==> src/include/irq_trim_pkg.sv <==
package irq_trim_pkg;
    localparam logic [6:0] dev_addr          = 7'h60;
    localparam logic [7:0] addr_pin_config   = 8'h28;
    localparam logic [7:0] addr_irq_enable   = 8'h29;
    localparam logic [7:0] addr_pin_routing  = 8'h2a;
    localparam logic [7:0] addr_press_trim   = 8'h2b;
    localparam logic [7:0] addr_temp_trim    = 8'h2c;
    localparam logic [7:0] addr_alt_trim     = 8'h2d;
    localparam logic [7:0] reg_reset         = 8'h00;
    localparam logic [7:0] pin_config_mask   = 8'h33;
    localparam int         bit_a_polarity    = 5;
    localparam int         bit_a_drive_kind  = 4;
    localparam int         bit_b_polarity    = 1;
    localparam int         bit_b_drive_kind  = 0;
    localparam int         bit_sample_done   = 7;
    localparam int         bit_fifo          = 6;
    localparam int         bit_press_window  = 5;
    localparam int         bit_temp_window   = 4;
    localparam int         bit_press_limit   = 3;
    localparam int         bit_temp_limit    = 2;
    localparam int         bit_press_delta   = 1;
    localparam int         bit_temp_delta    = 0;
    localparam int         press_pa_per_lsb  = 4;
    localparam int         press_trim_shift  = 2;
    localparam int         temp_frac_bits    = 4;
    localparam int         press_width       = 20;
    localparam int         temp_width        = 12;
    localparam int         alt_width         = 20;
    localparam logic [3:0] bit_cnt_last      = 4'h8;
endpackage : irq_trim_pkg

==> src/verilog/irq_pin_driver.sv <==
`timescale 1ns/1ps
module irq_pin_driver (
    input  wire logic active,
    input  wire logic polarity,
    input  wire logic drive_kind,
    output logic      pin_o,
    output logic      pin_oe
);
    logic level;
    // active level chosen by polarity, open drain only pulls low
    assign level  = polarity ? active : ~active;
    assign pin_o  = drive_kind ? 1'b0 : level;
    assign pin_oe = drive_kind ? ~level : 1'b1;
endmodule : irq_pin_driver

==> src/verilog/irq_routing_offset_trim.sv <==
`timescale 1ns/1ps
module irq_routing_offset_trim (
    input  wire logic                                 clk,
    input  wire logic                                 reset_n,
    input  wire logic                                 scl_i,
    input  wire logic                                 sda_i,
    output logic                                      sda_o,
    output logic                                      sda_oe,
    input  wire logic [7:0]                           event_flags,
    input  wire logic [irq_trim_pkg::press_width-1:0] press_raw,
    input  wire logic [irq_trim_pkg::temp_width-1:0]  temp_raw,
    input  wire logic [irq_trim_pkg::alt_width-1:0]   alt_raw,
    output logic [irq_trim_pkg::press_width-1:0]      press_out,
    output logic [irq_trim_pkg::temp_width-1:0]       temp_out,
    output logic [irq_trim_pkg::alt_width-1:0]        alt_out,
    output logic                                      irq_pin_a_o,
    output logic                                      irq_pin_a_oe,
    output logic                                      irq_pin_b_o,
    output logic                                      irq_pin_b_oe
);
    import irq_trim_pkg::*;

    typedef enum logic [2:0] {
        st_idle = 3'b000,
        st_addr = 3'b001,
        st_ack  = 3'b010,
        st_rx   = 3'b011,
        st_tx   = 3'b100,
        st_mack = 3'b101
    } bus_state_t;

    typedef struct packed {
        logic [1:0]                 scl_s;
        logic [1:0]                 sda_s;
        logic                       scl_d;
        logic                       sda_d;
        bus_state_t                 st;
        logic [3:0]                 cnt;
        logic [7:0]                 sh;
        logic                       rd;
        logic                       have_ptr;
        logic                       ack_drv;
        logic [7:0]                 ptr;
        logic [7:0]                 pin_cfg;
        logic [7:0]                 irq_en;
        logic [7:0]                 routing;
        logic [7:0]                 p_trim;
        logic [7:0]                 t_trim;
        logic [7:0]                 a_trim;
        logic [press_width-1:0]     p_out;
        logic [temp_width-1:0]      t_out;
        logic [alt_width-1:0]       a_out;
        logic                       pa;
        logic                       pb;
    } state_t;

    state_t s_r, s_nxt;

    function automatic logic [7:0] read_reg(input state_t s, input logic [7:0] a);
        logic [7:0] v;
        v = reg_reset;
        if (a == addr_pin_config) v = s.pin_cfg;
        else if (a == addr_irq_enable) v = s.irq_en;
        else if (a == addr_pin_routing) v = s.routing;
        else if (a == addr_press_trim) v = s.p_trim;
        else if (a == addr_temp_trim) v = s.t_trim;
        else if (a == addr_alt_trim) v = s.a_trim;
        return v;
    endfunction : read_reg

    logic scl_rise, scl_fall, start_c, stop_c, scl_h, sda_h;
    logic [7:0] gated;
    assign scl_h    = s_r.scl_s[1];
    assign sda_h    = s_r.sda_s[1];
    assign scl_rise = scl_h & ~s_r.scl_d;
    assign scl_fall = ~scl_h & s_r.scl_d;
    assign start_c  = scl_h & s_r.scl_d & s_r.sda_d & ~sda_h;
    assign stop_c   = scl_h & s_r.scl_d & ~s_r.sda_d & sda_h;
    assign gated    = event_flags & s_r.irq_en;

    always_comb begin
        s_nxt = s_r;
        s_nxt.scl_s = {s_r.scl_s[0], scl_i};
        s_nxt.sda_s = {s_r.sda_s[0], sda_i};
        s_nxt.scl_d = scl_h;
        s_nxt.sda_d = sda_h;
        // routed OR per pin; bit order fixed by event_flags layout
        s_nxt.pa = |(gated & s_r.routing);
        s_nxt.pb = |(gated & ~s_r.routing);
        // trims applied to every result, current value used at once
        s_nxt.p_out = press_raw + press_width'({{(press_width-8){s_r.p_trim[7]}}, s_r.p_trim}
                      << press_trim_shift);
        s_nxt.t_out = temp_raw + {{(temp_width-8){s_r.t_trim[7]}}, s_r.t_trim};
        s_nxt.a_out = alt_raw + {{(alt_width-8){s_r.a_trim[7]}}, s_r.a_trim};
        if (start_c) begin
            s_nxt.st = st_addr;
            s_nxt.cnt = 4'h0;
            s_nxt.have_ptr = 1'b0;
            s_nxt.ack_drv = 1'b0;
        end else if (stop_c) begin
            s_nxt.st = st_idle;
            s_nxt.ack_drv = 1'b0;
        end else begin
            case (s_r.st)
                st_addr, st_rx: begin
                    if (scl_rise) begin
                        s_nxt.sh = {s_r.sh[6:0], sda_h};
                        s_nxt.cnt = s_r.cnt + 4'h1;
                    end
                    if (scl_fall && s_r.cnt == bit_cnt_last) begin
                        s_nxt.cnt = 4'h0;
                        if (s_r.st == st_addr) begin
                            if (s_r.sh[7:1] == dev_addr) begin
                                s_nxt.rd = s_r.sh[0];
                                s_nxt.ack_drv = 1'b1;
                                s_nxt.st = st_ack;
                            end else begin
                                s_nxt.st = st_idle;
                            end
                        end else begin
                            s_nxt.ack_drv = 1'b1;
                            s_nxt.st = st_ack;
                            if (!s_r.have_ptr) begin
                                s_nxt.ptr = s_r.sh;
                                s_nxt.have_ptr = 1'b1;
                            end else begin
                                // write lands in the register right away
                                if (s_r.ptr == addr_pin_config)
                                    s_nxt.pin_cfg = s_r.sh & pin_config_mask;
                                else if (s_r.ptr == addr_irq_enable)
                                    s_nxt.irq_en = s_r.sh;
                                else if (s_r.ptr == addr_pin_routing)
                                    s_nxt.routing = s_r.sh;
                                else if (s_r.ptr == addr_press_trim)
                                    s_nxt.p_trim = s_r.sh;
                                else if (s_r.ptr == addr_temp_trim)
                                    s_nxt.t_trim = s_r.sh;
                                else if (s_r.ptr == addr_alt_trim)
                                    s_nxt.a_trim = s_r.sh;
                                s_nxt.ptr = s_r.ptr + 8'h01;
                            end
                        end
                    end
                end
                st_ack: begin
                    if (scl_fall) begin
                        s_nxt.ack_drv = 1'b0;
                        if (s_r.rd) begin
                            s_nxt.sh = read_reg(s_r, s_r.ptr);
                            s_nxt.ptr = s_r.ptr + 8'h01;
                            s_nxt.st = st_tx;
                        end else begin
                            s_nxt.st = st_rx;
                        end
                    end
                end
                st_tx: begin
                    if (scl_fall) begin
                        s_nxt.sh = {s_r.sh[6:0], 1'b1};
                        s_nxt.cnt = s_r.cnt + 4'h1;
                        if (s_r.cnt == bit_cnt_last - 4'h1) begin
                            s_nxt.cnt = 4'h0;
                            s_nxt.st = st_mack;
                        end
                    end
                end
                st_mack: begin
                    if (scl_rise) s_nxt.rd = ~sda_h;
                    if (scl_fall) begin
                        if (s_r.rd) begin
                            s_nxt.sh = read_reg(s_r, s_r.ptr);
                            s_nxt.ptr = s_r.ptr + 8'h01;
                            s_nxt.st = st_tx;
                        end else begin
                            s_nxt.st = st_idle;
                        end
                    end
                end
                default: s_nxt.st = st_idle;
            endcase
        end
    end

    always_ff @(posedge clk or negedge reset_n) begin
        if (!reset_n) begin
            s_r <= '0;
            s_r.scl_s <= 2'h3;
            s_r.sda_s <= 2'h3;
            s_r.scl_d <= 1'b1;
            s_r.sda_d <= 1'b1;
        end else begin
            s_r <= s_nxt;
        end
    end

    assign sda_o  = 1'b0;
    assign sda_oe = s_r.ack_drv | (s_r.st == st_tx && !s_r.sh[7]);
    assign press_out = s_r.p_out;
    assign temp_out  = s_r.t_out;
    assign alt_out   = s_r.a_out;

    irq_pin_driver u_pin_a (
        .active     (s_r.pa),
        .polarity   (s_r.pin_cfg[bit_a_polarity]),
        .drive_kind (s_r.pin_cfg[bit_a_drive_kind]),
        .pin_o      (irq_pin_a_o),
        .pin_oe     (irq_pin_a_oe)
    );
    irq_pin_driver u_pin_b (
        .active     (s_r.pb),
        .polarity   (s_r.pin_cfg[bit_b_polarity]),
        .drive_kind (s_r.pin_cfg[bit_b_drive_kind]),
        .pin_o      (irq_pin_b_o),
        .pin_oe     (irq_pin_b_oe)
    );

    chk_route_pin_a: assert property (@(posedge clk) disable iff (!reset_n)
        ##1 s_r.pa == |($past(event_flags) & $past(s_r.irq_en) & $past(s_r.routing)))
        else $error("pin a routing wrong");
    chk_route_pin_b: assert property (@(posedge clk) disable iff (!reset_n)
        ##1 s_r.pb == |($past(event_flags) & $past(s_r.irq_en) & ~$past(s_r.routing)))
        else $error("pin b routing wrong");
    chk_enable_gate: assert property (@(posedge clk) disable iff (!reset_n)
        (s_r.irq_en == 8'h00) |=> !s_r.pa && !s_r.pb)
        else $error("disabled source reached pin");
    chk_polarity_low: assert property (@(posedge clk) disable iff (!reset_n)
        (!s_r.pin_cfg[bit_a_polarity] && !s_r.pin_cfg[bit_a_drive_kind])
        |-> irq_pin_a_o == ~s_r.pa && irq_pin_a_oe)
        else $error("pin a polarity wrong");
    chk_open_drain: assert property (@(posedge clk) disable iff (!reset_n)
        s_r.pin_cfg[bit_b_drive_kind] |-> !irq_pin_b_o)
        else $error("open drain drove high");
    chk_press_trim: assert property (@(posedge clk) disable iff (!reset_n)
        ##1 press_out == $past(press_raw)
        + press_width'($signed($past(s_r.p_trim)) * press_pa_per_lsb))
        else $error("pressure trim wrong");
    chk_temp_trim: assert property (@(posedge clk) disable iff (!reset_n)
        ##1 temp_out == $past(temp_raw) + temp_width'($signed($past(s_r.t_trim))))
        else $error("temperature trim wrong");
    chk_alt_trim: assert property (@(posedge clk) disable iff (!reset_n)
        ##1 alt_out == $past(alt_raw) + alt_width'($signed($past(s_r.a_trim))))
        else $error("altitude trim wrong");
    chk_trim_live: assert property (@(posedge clk) disable iff (!reset_n)
        $changed(s_r.a_trim)
        |=> alt_out == $past(alt_raw) + alt_width'($signed($past(s_r.a_trim))))
        else $error("trim write not applied");
endmodule : irq_routing_offset_trim

==> config.mk <==
export PLATFORM = sky130hd
export DESIGN_NAME = irq_routing_offset_trim
export DESIGN_NICKNAME = d
export VERILOG_FILES = /design/src/include/irq_trim_pkg.sv /design/src/verilog/irq_pin_driver.sv /design/src/verilog/irq_routing_offset_trim.sv
export SDC_FILE = /design/constraint.sdc
export NUM_CORES = 1
export LEC_CHECK = 0
export ABC_CLOCK_PERIOD_IN_PS = 2550
export BUFFER_PORTS_ARGS = -buffer_cell sky130_fd_sc_hd__buf_2
export CORE_MARGIN = 2
export CORE_UTILIZATION = 36
export DETAILED_ROUTE_END_ITERATION = 7
export SETUP_SLACK_MARGIN = 0.4
export SYNTH_ARGS = -nofsm -noshare
export SYNTH_HDL_FRONTEND = slang
export SYNTH_SLANG_ARGS = --single-unit
export TNS_END_PERCENT = 5
==> constraint.sdc <==
create_clock -name clk -period 2.55 [get_ports clk]
set_input_delay 0.255 -clock clk [delete_from_list [all_inputs] [get_ports clk]]
set_output_delay 0.255 -clock clk [all_outputs]
set_load 0.05 [all_outputs]
==> results of run 1 <==
-- stage by stage --
step	setup slack, ns	utilization [%]	hold WS (ns)	power, mW	cells
2_1_floorplan	0.223	-	-0.0406	2.70	828
3_3_place_gp	0.171	40.0	0.297	2.89	1196
3_5_place_dp	0.136	40.0	0.307	2.89	1196
4_1_cts	0.317	44.1	0.0593	5.50	1245
5_1_grt	0.217	44.7	0.0662	5.67	1250
6_report	0.330	44.7	0.0751	5.44	1250
-- power groups by stage --
| stage | Clock (mW) | Sequential, mW | Combinational, mW |
|---|---|---|---|
| 6_report | 2.56 | 2.21 | 0.668 |
| 3_3_place_gp | 0 | 2.25 | 0.636 |
| 3_5_place_dp | 0 | 2.26 | 0.636 |
| 5_1_grt | 2.71 | 2.23 | 0.732 |
| 4_1_cts | 2.62 | 2.21 | 0.669 |
| 2_1_floorplan | 0 | 2.22 | 0.475 |
-- logic make-up after synthesis --
logic type	Yosys count	synth area share, %
adder cells (fa/ha/maj)	56	8.87
flip-flops	130	40.0
buffers and inverters	102	7.26
other	1	0.0460
XOR/XNOR	44	4.73
AO/OA/AOI/OAI	212	17.2
AND/OR/NAND/NOR	237	15.6
multiplexers	46	6.34
-- layout by cell type (no fill, tap or decap), types with 6 or more instances in the layout --
cell	netlist	routed
a2111oi_1	0	6
a211oi_1	8	8
a21o_1	15	15
a21oi_1	49	47
a222oi_1	7	7
a31oi_1	9	9
and2_1	6	6
and3_1	9	8
buf_2	1	118
buf_4	53	51
clkbuf_16	0	17
dfrtp_1	124	120
dfstp_2	6	6
ha_1	53	43
ha_4	0	9
inv_1	25	25
mux2_2	45	43
nand2_1	70	69
nand2b_1	9	9
nand3_1	17	17
nand3b_1	6	6
nand4_1	7	7
nor2_1	47	47
nor2b_1	9	9
nor3_1	20	19
nor3_4	5	7
nor4_1	6	6
o21a_1	8	8
o21ai_0	40	39
o21ai_1	6	6
o21bai_1	9	7
o22ai_1	13	12
or3_1	7	6
xnor2_1	27	27
xor2_1	17	17
-- worst reg2reg max path, cell delays in order (launching register included) --
cell       delay [ns]
dfrtp_2          0.50
buf_4            0.22
ha_4             0.31
and4_1           0.19
o2111ai_1        0.09
a31o_2           0.25
a21o_1           0.19
and3_1           0.15
a311oi_2         0.24
-- worst max path at each step --
stage               cells after the start  slack [ns]                       to
global route                           10        0.22      s_r[62]$_DFFE_PN0P_
detailed placement                      8        0.14  press_out[18]$_DFF_PN0_
floorplan                               8        0.22      s_r[86]$_DFFE_PN0P_
CTS                                     9        0.32     s_r[113]$_DFFE_PN0P_
global placement                        9        0.17      s_r[60]$_DFFE_PN0P_
finish                                  8        0.33    alt_out[19]$_DFF_PN0_
-- metal layers --
layer  wire, um  vias up  GRT usage, %
li1           -     3226             -
met1       8910     3099          21.5
met5          0        -             0
met3        858       29          3.08
met4        396        0          6.04
met2       9600      170          28.5
-- layout make-up --
class                      count  area share [%]
tap                          285            3.56
sequential                   130            32.6
inverter                      25           0.936
clock buffer                  21            4.69
clock inverter                11            1.52
multi-input combinational    596            45.2
timing repair buffer         182            11.6
-- registers in the layout (all words and copies together), names as in the netlist --
| signal | cells |
|---|---|
| s_r | 74 |
| alt_out | 20 |
| press_out | 20 |
| temp_out | 12 |
| s_nxt | 4 |
-- repair_timing --
action | 4_1_cts | 5_1_grt
resized for setup | 24 | 23
hold buffers | 5 | 0
hold endpoints to repair | 66 | 0
buffers inserted | 12 | 5
gates cloned | 0 | 0
pin swaps | 18 | 17
setup endpoints to repair | 68 | 76
==> results by group, run 1 <==
Status
  • Outcome: finished, final reports clean

Timing
  • Fin. Hold Viols: 0
  • Slew Viols, Final: 0
  • Fin crit share: roughly 87%
  • Min Clock Period, post-route: 2.22 ns
  • Fmax: 450 MHz
  • Setup tns final: 0 ns
  • Skew final: 0.0125 ns
  • Least-Margin Pin Slew: 0.840 ns
  • Max-slew headroom: around 44%
  • Setup-failing EPs final: 0
  • RSZ-0062 raised after global routing: true

Setup path
  • Worst-case reg-to-reg path depth: 8
  • Cell class contributing the biggest share of worst-path delay: compound AO/OA/AOI/OAI gates
  • Crit path max fanout: 6
  • Critical path's slowest cell: dfrtp_2
  • CP Cell Sequence: buf_4, ha_4, and4_1, o2111ai_1, a31o_2, a21o_1, and3_1, a311oi_2
  • Slowest stage delay, CP: approximately 0.5 ns
  • Crit path DAT: around 2.6 ns
  • Reg2reg setup slack: 0.33 ns
  • Reg-to-reg critical path startpoint: s_r[61]$_DFFE_PN0P_
  • Setup CP Type: flip-flop to flip-flop
  • R2r endpoint: alt_out[19]$_DFF_PN0_
  • CP endpoint kind: flip-flop
  • CP Launch Type: flip-flop
  • WP buf/inv: 1
  • Data required time of the worst path: approximately 2.9 ns
  • Critical path launch point: s_r[61]$_DFFE_PN0P_

Flow run
  • Max-cap violations: 0

CTS
  • H-Tree Depth: 4
  • Sink Count: 130
  • CTS tree: done
  • CTS Root Cell: clkbuf_16
  • CTS clk-pin slew, worst paths: about 0.06 ns
  • CTS max path bufs: 2
  • Num CTS Buffers: 17
  • Clk_lat worst skew: roughly 0.42 ns

Pwr
  • P_leak: 4.77 nW
  • Sequential share of power: just over 40%
  • Switch Pwr: ~1.4 mW
  • Comb pwr share: roughly an eighth
  • Clock power share: between 40% and 50%
  • Switch share: a little over a quarter
  • PwrDens: approximately 540 nW/um^2
  • Pint: ~4 mW
  • VDD IR max: around 420 uV

GRT
  • Global-route wire length before repair: around 32000 um
  • Largest net degree at the start of global routing: between 60 and 70
  • Initial antenna violation count: 0
  • Aggregate global-route resource usage: between 10% and 20%
  • Overflow after GRT: 0
  • Vias in the first global route: around 6400

Synth
  • Ys Warns: 0
  • Largest area contributor in the netlist: dfrtp_1
  • Post-synth top flop: dfrtp_1
  • Syn Inst Count: roughly 830
  • EDFF count, synth: 0
  • Post-Syn Area: slightly above 8000 um^2
  • Mapped Nets: ~950
  • #FFs+latches synth: between 100 and 150
  • Sequential area share after synthesis: roughly two fifths
  • Post-synth cell types: between 70 and 80
  • Syn Area/Cell: 9.84 um^2
  • Ys async rst share: 100%
  • Most common cell in the netlist: dfrtp_1
  • Post-synth top area share: between 30% and 40%
  • Top cells by count, synth: 124 x dfrtp_1, 70 x nand2_1, 53 x buf_4, 53 x ha_1, 49 x a21oi_1
  • Main area contributors after synthesis: dfrtp_1 38%, ha_1 8.1%, mux2_2 6.2%

Final layout
  • Area added between synthesis and finish: 23.1%
  • Nets: about 1100
  • Antenna cell count: 0
  • Multi-input gate area: around 4500 um^2
  • Filler cell count: about 2200
  • Area taken by flip-flops and latches: 3270 um^2
  • Share of post-route cells with drive strength above 1: between 30% and 40%
  • Fin area: about 10000 um^2

Routing
  • DRT Wirelength: roughly 20000 um
  • Pre-antenna DRT Iters: 8
  • Post-DRT Antenna Nets: 0
  • DRC violations left: 0
  • Via density: approximately 5.2
  • DRT iter0 DRCs: just over 400
  • Wire length per cell: around 16 um
  • Via Count: 6524

Worst hold path
  • Worst hold path endpoint: alt_out[0]$_DFF_PN0_
  • Worst min path class: input port to flip-flop
  • HP Start: alt_raw[0]
  • Worst Hold Depth: 2

Floorplan
  • Top-level port count: roughly 120
  • Initial Util: between 30% and 40%
  • Die Wd: about 150 um
  • Die Y: around 150 um
  • Core Area: between 20000 and 25000 um^2
  • # rows: 55
  • Die area: 23900 um^2

Place
  • IO Port Bufs: between 100 and 150
  • DP HPWL: 14600 um
  • Placed Area: between 8000 and 9000 um^2
  • Final RePlAce weighted congestion: approximately 0.9
(Power assumes the default switching activity.)
==> run 2: changes to the inputs <==
--- a/config.mk
+++ b/config.mk
@@ -8,9 +8,10 @@
 export ABC_CLOCK_PERIOD_IN_PS = 2550
 export BUFFER_PORTS_ARGS = -buffer_cell sky130_fd_sc_hd__buf_2
 export CORE_MARGIN = 2
-export CORE_UTILIZATION = 36
+export CORE_UTILIZATION = 40
 export DETAILED_ROUTE_END_ITERATION = 7
 export SETUP_SLACK_MARGIN = 0.4
+export SKIP_CTS_REPAIR_TIMING = 1
 export SYNTH_ARGS = -nofsm -noshare
 export SYNTH_HDL_FRONTEND = slang
 export SYNTH_SLANG_ARGS = --single-unit
==> results by group, run 2 (synthesis results as in run 1) <==
Timing
  • Setup tns final: 0 ns
  • Slew Viols, Final: 0
  • Fin. Hold Viols: 0
  • Hold Slack: approximately 0.074 ns
  • Skew final: 0.0119 ns
  • Min Clock Period, post-route: between 2 and 2.5 ns
  • Max-slew headroom: ~52%
  • Setup-failing EPs final: 0
  • Fin crit share: a little under 90%
  • Least-Margin Pin Slew: approximately 0.7 ns
  • RSZ-0062 raised after global routing: true
  • Fmax: between 400 and 500 MHz

CTS
  • CTS max path bufs: 2
  • CTS Root Cell: clkbuf_16
  • Sink Count: 130
  • Clk_lat worst skew: about 0.42 ns
  • CTS tree: done
  • H-Tree Depth: 4
  • Num CTS Buffers: 17
  • CTS clk-pin slew, worst paths: 0.05 ns

Setup path
  • CP Cell Sequence: inv_1, ha_2, nand3b_1, nor2_4, nand2_2, or3_4, buf_12, nor3_4, buf_12, mux2_4
  • Data required time of the worst path: ~2.9 ns
  • Slowest stage delay, CP: between 0.3 and 0.4 ns
  • Most frequent CP cell: buf_12
  • Crit path DAT: 2.57 ns
  • Reg2reg setup slack: ~0.27 ns
  • Worst-case reg-to-reg path depth: 10
  • CP Launch Type: flip-flop
  • CP endpoint kind: flip-flop
  • Reg-to-reg critical path startpoint: s_r[121]$_DFFE_PN0P_
  • R2r endpoint: s_r[60]$_DFFE_PN0P_
  • Crit path max fanout: 7
  • Cell class contributing the biggest share of worst-path delay: simple AND/OR/NAND/NOR gates
  • Critical path's slowest cell: dfrtp_1
  • Setup CP Type: flip-flop to flip-flop
  • WP buf/inv: 3

Floorplan
  • Initial Util: between 40 and 50%
  • Die area: 21500 um^2
  • Top-level port count: 122
  • Core Area: approximately 20000 um^2
  • Die Y: around 150 um
  • # rows: 52
  • Die Wd: ~150 um

Routing
  • Via density: between 5 and 6
  • Post-DRT Antenna Nets: 0
  • DRT Wirelength: roughly 19000 um
  • DRC violations left: 0
  • Pre-antenna DRT Iters: 7
  • Wire length per cell: between 15 and 20 um
  • Via Count: between 6000 and 7000
  • DRT iter0 DRCs: roughly 360

Final layout
  • Area taken by flip-flops and latches: 3260 um^2
  • Nets: between 1000 and 1500
  • Filler cell count: about 1800
  • Multi-input gate area: between 4000 and 5000 um^2
  • Layout Utilization: ~50%
  • Share of post-route cells with drive strength above 1: a little under a third
  • Most frequent cells in the layout: 122 x dfrtp_1, 119 x buf_2, 69 x nand2_1, 50 x buf_4, 48 x a21oi_1
  • Antenna cell count: 0
  • Number of flip-flops under the largest register name: 74
  • Fin area: 9960 um^2
  • Largest Register: s_r
  • Final cell count without fillers: about 1200
  • Area added between synthesis and finish: 22.3%
  • Commonest non-fill, non-tap cell in the layout: dfrtp_1

Place
  • Placed Area: approximately 9000 um^2
  • DP HPWL: about 14000 um
  • IO Port Bufs: 120
  • Placed cell count: roughly 1200
  • Final RePlAce weighted congestion: approximately 0.82

Worst hold path
  • Worst min path class: input port to flip-flop
  • Worst hold path endpoint: alt_out[0]$_DFF_PN0_
  • Worst Hold Depth: 2
  • HP Start: alt_raw[0]

GRT
  • Overflow after GRT: 0
  • Global-route wire length before repair: around 31000 um
  • Vias in the first global route: about 6300
  • Largest net degree at the start of global routing: 47
  • Initial antenna violation count: 0
  • Aggregate global-route resource usage: a little under a fifth

Flow run
  • Max-cap violations: 0

Pwr
  • VDD IR max: 467 uV
  • PwrDens: about 560 nW/um^2
  • P_leak: approximately 4.8 nW

Status
  • Outcome: finished, final reports clean
==> run 2: worst max-delay path by stage <==
stage	startpoint	endpoint	slack (ns)	cells after the start
floorplan	s_r[129]$_DFF_PN1_	s_r[86]$_DFFE_PN0P_	0.22	8
global placement	s_r[121]$_DFFE_PN0P_	s_r[64]$_DFFE_PN0P_	0.13	9
detailed placement	s_r[121]$_DFFE_PN0P_	s_r[62]$_DFFE_PN0P_	0.10	9
CTS	s_r[121]$_DFFE_PN0P_	s_r[64]$_DFFE_PN0P_	0.08	9
global route	s_r[121]$_DFFE_PN0P_	s_r[60]$_DFFE_PN0P_	0.17	10
finish	s_r[121]$_DFFE_PN0P_	s_r[60]$_DFFE_PN0P_	0.27	10
==> run 2: stage by stage <==
step | setup slack [ns] | total power, mW
2_1_floorplan | 0.223 | 2.70
3_3_place_gp | 0.135 | 2.88
3_5_place_dp | 0.100 | 2.89
4_1_cts | 0.0840 | 5.63
5_1_grt | 0.168 | 5.85
6_report | 0.275 | 5.59
==> run 2: layout make-up <==
cell class / instances / area share, %
Tap cell: 270 / 3.39
Clock buffer: 19 / 4.45
Sequential cell: 130 / 32.7
Clock inverter: 13 / 2.08
Inverter: 25 / 0.942
Multi-Input combinational cell: 596 / 44.7
Timing Repair Buffer: 181 / 11.7
==> run 2: routing by layer <==
layer / global-route usage [%] / vias up / part of all wire [%]
met3: 4.22 / 32 / 4.5
met5: 0 / - / 0
met1: 22.8 / 3091 / 45
li1: - / 3236 / -
met2: 30.0 / 159 / 48
met4: 7.04 / 0 / 2.6
==> run 2: power breakdown <==
part / switching [mW] / internal (mW) / total, mW
logic: 0.435 / 0.237 / 0.672
registers: 0.0614 / 2.15 / 2.21
clock network: 0.945 / 1.76 / 2.71
==> run 3: changes to the inputs <==
--- a/config.mk
+++ b/config.mk
@@ -9,6 +9,7 @@
 export BUFFER_PORTS_ARGS = -buffer_cell sky130_fd_sc_hd__buf_2
 export CORE_MARGIN = 2
 export CORE_UTILIZATION = 40
+export CTS_BUF_LIST = sky130_fd_sc_hd__clkbuf_4
 export DETAILED_ROUTE_END_ITERATION = 7
 export SETUP_SLACK_MARGIN = 0.4
 export SKIP_CTS_REPAIR_TIMING = 1
==> results by group, run 3 (synthesis results as in run 1) <==
Pwr
  • Comb pwr share: 14.8%
  • Switch Pwr: between 1 and 1.5 mW
  • P_leak: about 4.7 nW
  • VDD IR max: roughly 280 uV
  • Clock power share: a little under two fifths
  • Sequential share of power: between 40% and 50%
  • Pint: 3.28 mW
  • PwrDens: about 470 nW/um^2
  • Switch share: between 20% and 30%

Timing
  • Max-slew headroom: approximately 55%
  • Fin. Hold Viols: 0
  • Least-Margin Pin Slew: between 0.6 and 0.7 ns
  • Slew Viols, Final: 0
  • Fmax: roughly 440 MHz
  • Min Clock Period, post-route: between 2 and 2.5 ns
  • Hold Slack: ~0.04 ns
  • Skew final: roughly 0.032 ns
  • Setup-failing EPs final: 0
  • Setup tns final: 0 ns
  • RSZ-0062 raised after global routing: true
  • Fin crit share: between 80% and 90%

Setup path
  • Data required time of the worst path: 2.99 ns
  • Reg2reg setup slack: ~0.28 ns
  • Crit path max fanout: 3
  • Critical path's slowest cell: a2111oi_4
  • CP Cell Sequence: ha_1, fa_2, a21o_1, a21oi_2, o21bai_1, a2111oi_4, nor4_1, nand3b_1
  • Reg-to-reg critical path startpoint: s_r[62]$_DFFE_PN0P_
  • WP buf/inv: 0
  • Slowest stage delay, CP: ~0.43 ns
  • Crit path DAT: approximately 2.7 ns
  • Setup CP Type: flip-flop to flip-flop
  • CP endpoint kind: flip-flop
  • Critical path launch point: s_r[62]$_DFFE_PN0P_
  • Cell class contributing the biggest share of worst-path delay: compound AO/OA/AOI/OAI gates
  • CP Launch Type: flip-flop

Final layout
  • Nets: around 1100
  • Commonest non-fill, non-tap cell in the layout: dfrtp_1
  • Fin area: 9750 um^2
  • Area added between synthesis and finish: 19.7%
  • Largest Register: s_r
  • Layout Utilization: 48.5%
  • Number of flip-flops under the largest register name: 74
  • Share of post-route cells with drive strength above 1: 31.8%
  • Most frequent cells in the layout: 119 x dfrtp_1, 118 x buf_2, 69 x nand2_1, 53 x buf_4, 49 x ha_1

GRT
  • Vias in the first global route: between 6000 and 7000
  • Largest net degree at the start of global routing: 47
  • Overflow after GRT: 0
  • Aggregate global-route resource usage: between 15 and 20%
  • Global-route wire length before repair: ~31000 um
  • Initial antenna violation count: 1

Place
  • Final RePlAce weighted congestion: 0.815
  • Placed Area: between 8000 and 9000 um^2
  • IO Port Bufs: 120
  • DP HPWL: 14100 um

Routing
  • DRT Wirelength: roughly 19000 um
  • Met1 WL: around 8700 um
  • Post-DRT Antenna Nets: 0
  • DRC violations left: 0
  • Via density: 5.27
  • Pre-antenna DRT Iters: 8
  • DR WL met2: between 9000 and 10000 um
  • Via Count: ~6600
  • Routed wl met3: 870 um
  • DRT iter0 DRCs: between 400 and 500
  • Highest metal used: met4
  • Wire length per cell: approximately 15 um

CTS
  • CTS max path bufs: 2
  • Clk_lat worst skew: between 0.5 and 0.6 ns
  • H-Tree Depth: 4
  • CTS clk-pin slew, worst paths: about 0.12 ns
  • CTS Root Cell: clkbuf_4
  • CTS tree: done
  • Num CTS Buffers: 17
  • Sink Count: between 100 and 150

Flow run
  • Max-cap violations: 0

Floorplan
  • # rows: between 50 and 60
  • Initial Util: between 40% and 50%
  • Die Y: 147 um
  • Die Wd: around 150 um
  • Core Area: about 20000 um^2
  • Top-level port count: ~120
  • Die area: ~22000 um^2

Worst hold path
  • Worst min path class: input port to flip-flop
  • HP Start: press_raw[3]

Status
  • Outcome: finished, final reports clean
run 3: worst register-to-register path: cells and delay by family (launching register included):
kind	cells	cell delay (ns)
fa+ha+maj	2	0.58
flops	1	0.42
compound gates	4	0.91
simple gates	2	0.25
run 3: path summary, 6_finish.rpt:
| check | to | depth (start not counted) |
|---|---|---|
| setup / recovery | temp_out[10]$_DFF_PN0_ | 8 |
| hold / removal | press_out[3]$_DFF_PN0_ | 2 |
| setup reg to reg | temp_out[10]$_DFF_PN0_ | 8 |
| hold reg to reg | s_nxt[128]$_DFF_PN1_ | 0 |
| max in group asynchronous | s_r[128]$_DFF_PN1_ | 3 |
| min in group asynchronous | alt_out[13]$_DFF_PN0_ | 2 |
run 3: cell type report:
| class | count | area, um^2 |
|---|---|---|
| fillers | 1849 | 10300 |
| multi-input cells | 596 | 4460 |
| flip-flops and latches | 130 | 3270 |
| repair buffers | 190 | 1250 |
| well taps | 270 | 338 |
| clock inverters | 14 | 211 |
| clock buffers | 18 | 135 |
| inverters | 25 | 93.8 |
| diodes | 1 | 2.50 |
run 3: power groups by stage:
| stage | sequential, mW | clock, mW | combinational [mW] |
|---|---|---|---|
| floorplan | 2.22 | 0 | 0.475 |
| global placement | 2.26 | 0 | 0.627 |
| detailed placement | 2.26 | 0 | 0.633 |
| CTS | 2.22 | 1.76 | 0.635 |
| global route | 2.22 | 1.87 | 0.746 |
| finish | 2.21 | 1.70 | 0.678 |
run 3: layer usage:
layer / track usage, % / vias to the layer above
met2: 29.8 / 156
li1: - / 3251
met3: 3.60 / 28
met5: 0 / -
met1: 23.0 / 3121
met4: 6.31 / 0
run 3: per-stage QoR:
stage                     total power, mW  cells  setup WS (ns)
after floorplan                      2.70    828          0.223
after global placement               2.88   1185          0.135
after detailed placement             2.89   1185          0.100
after CTS                            4.62   1217         0.0709
after global routing                 4.84   1244          0.162
final                                4.58   1244          0.280
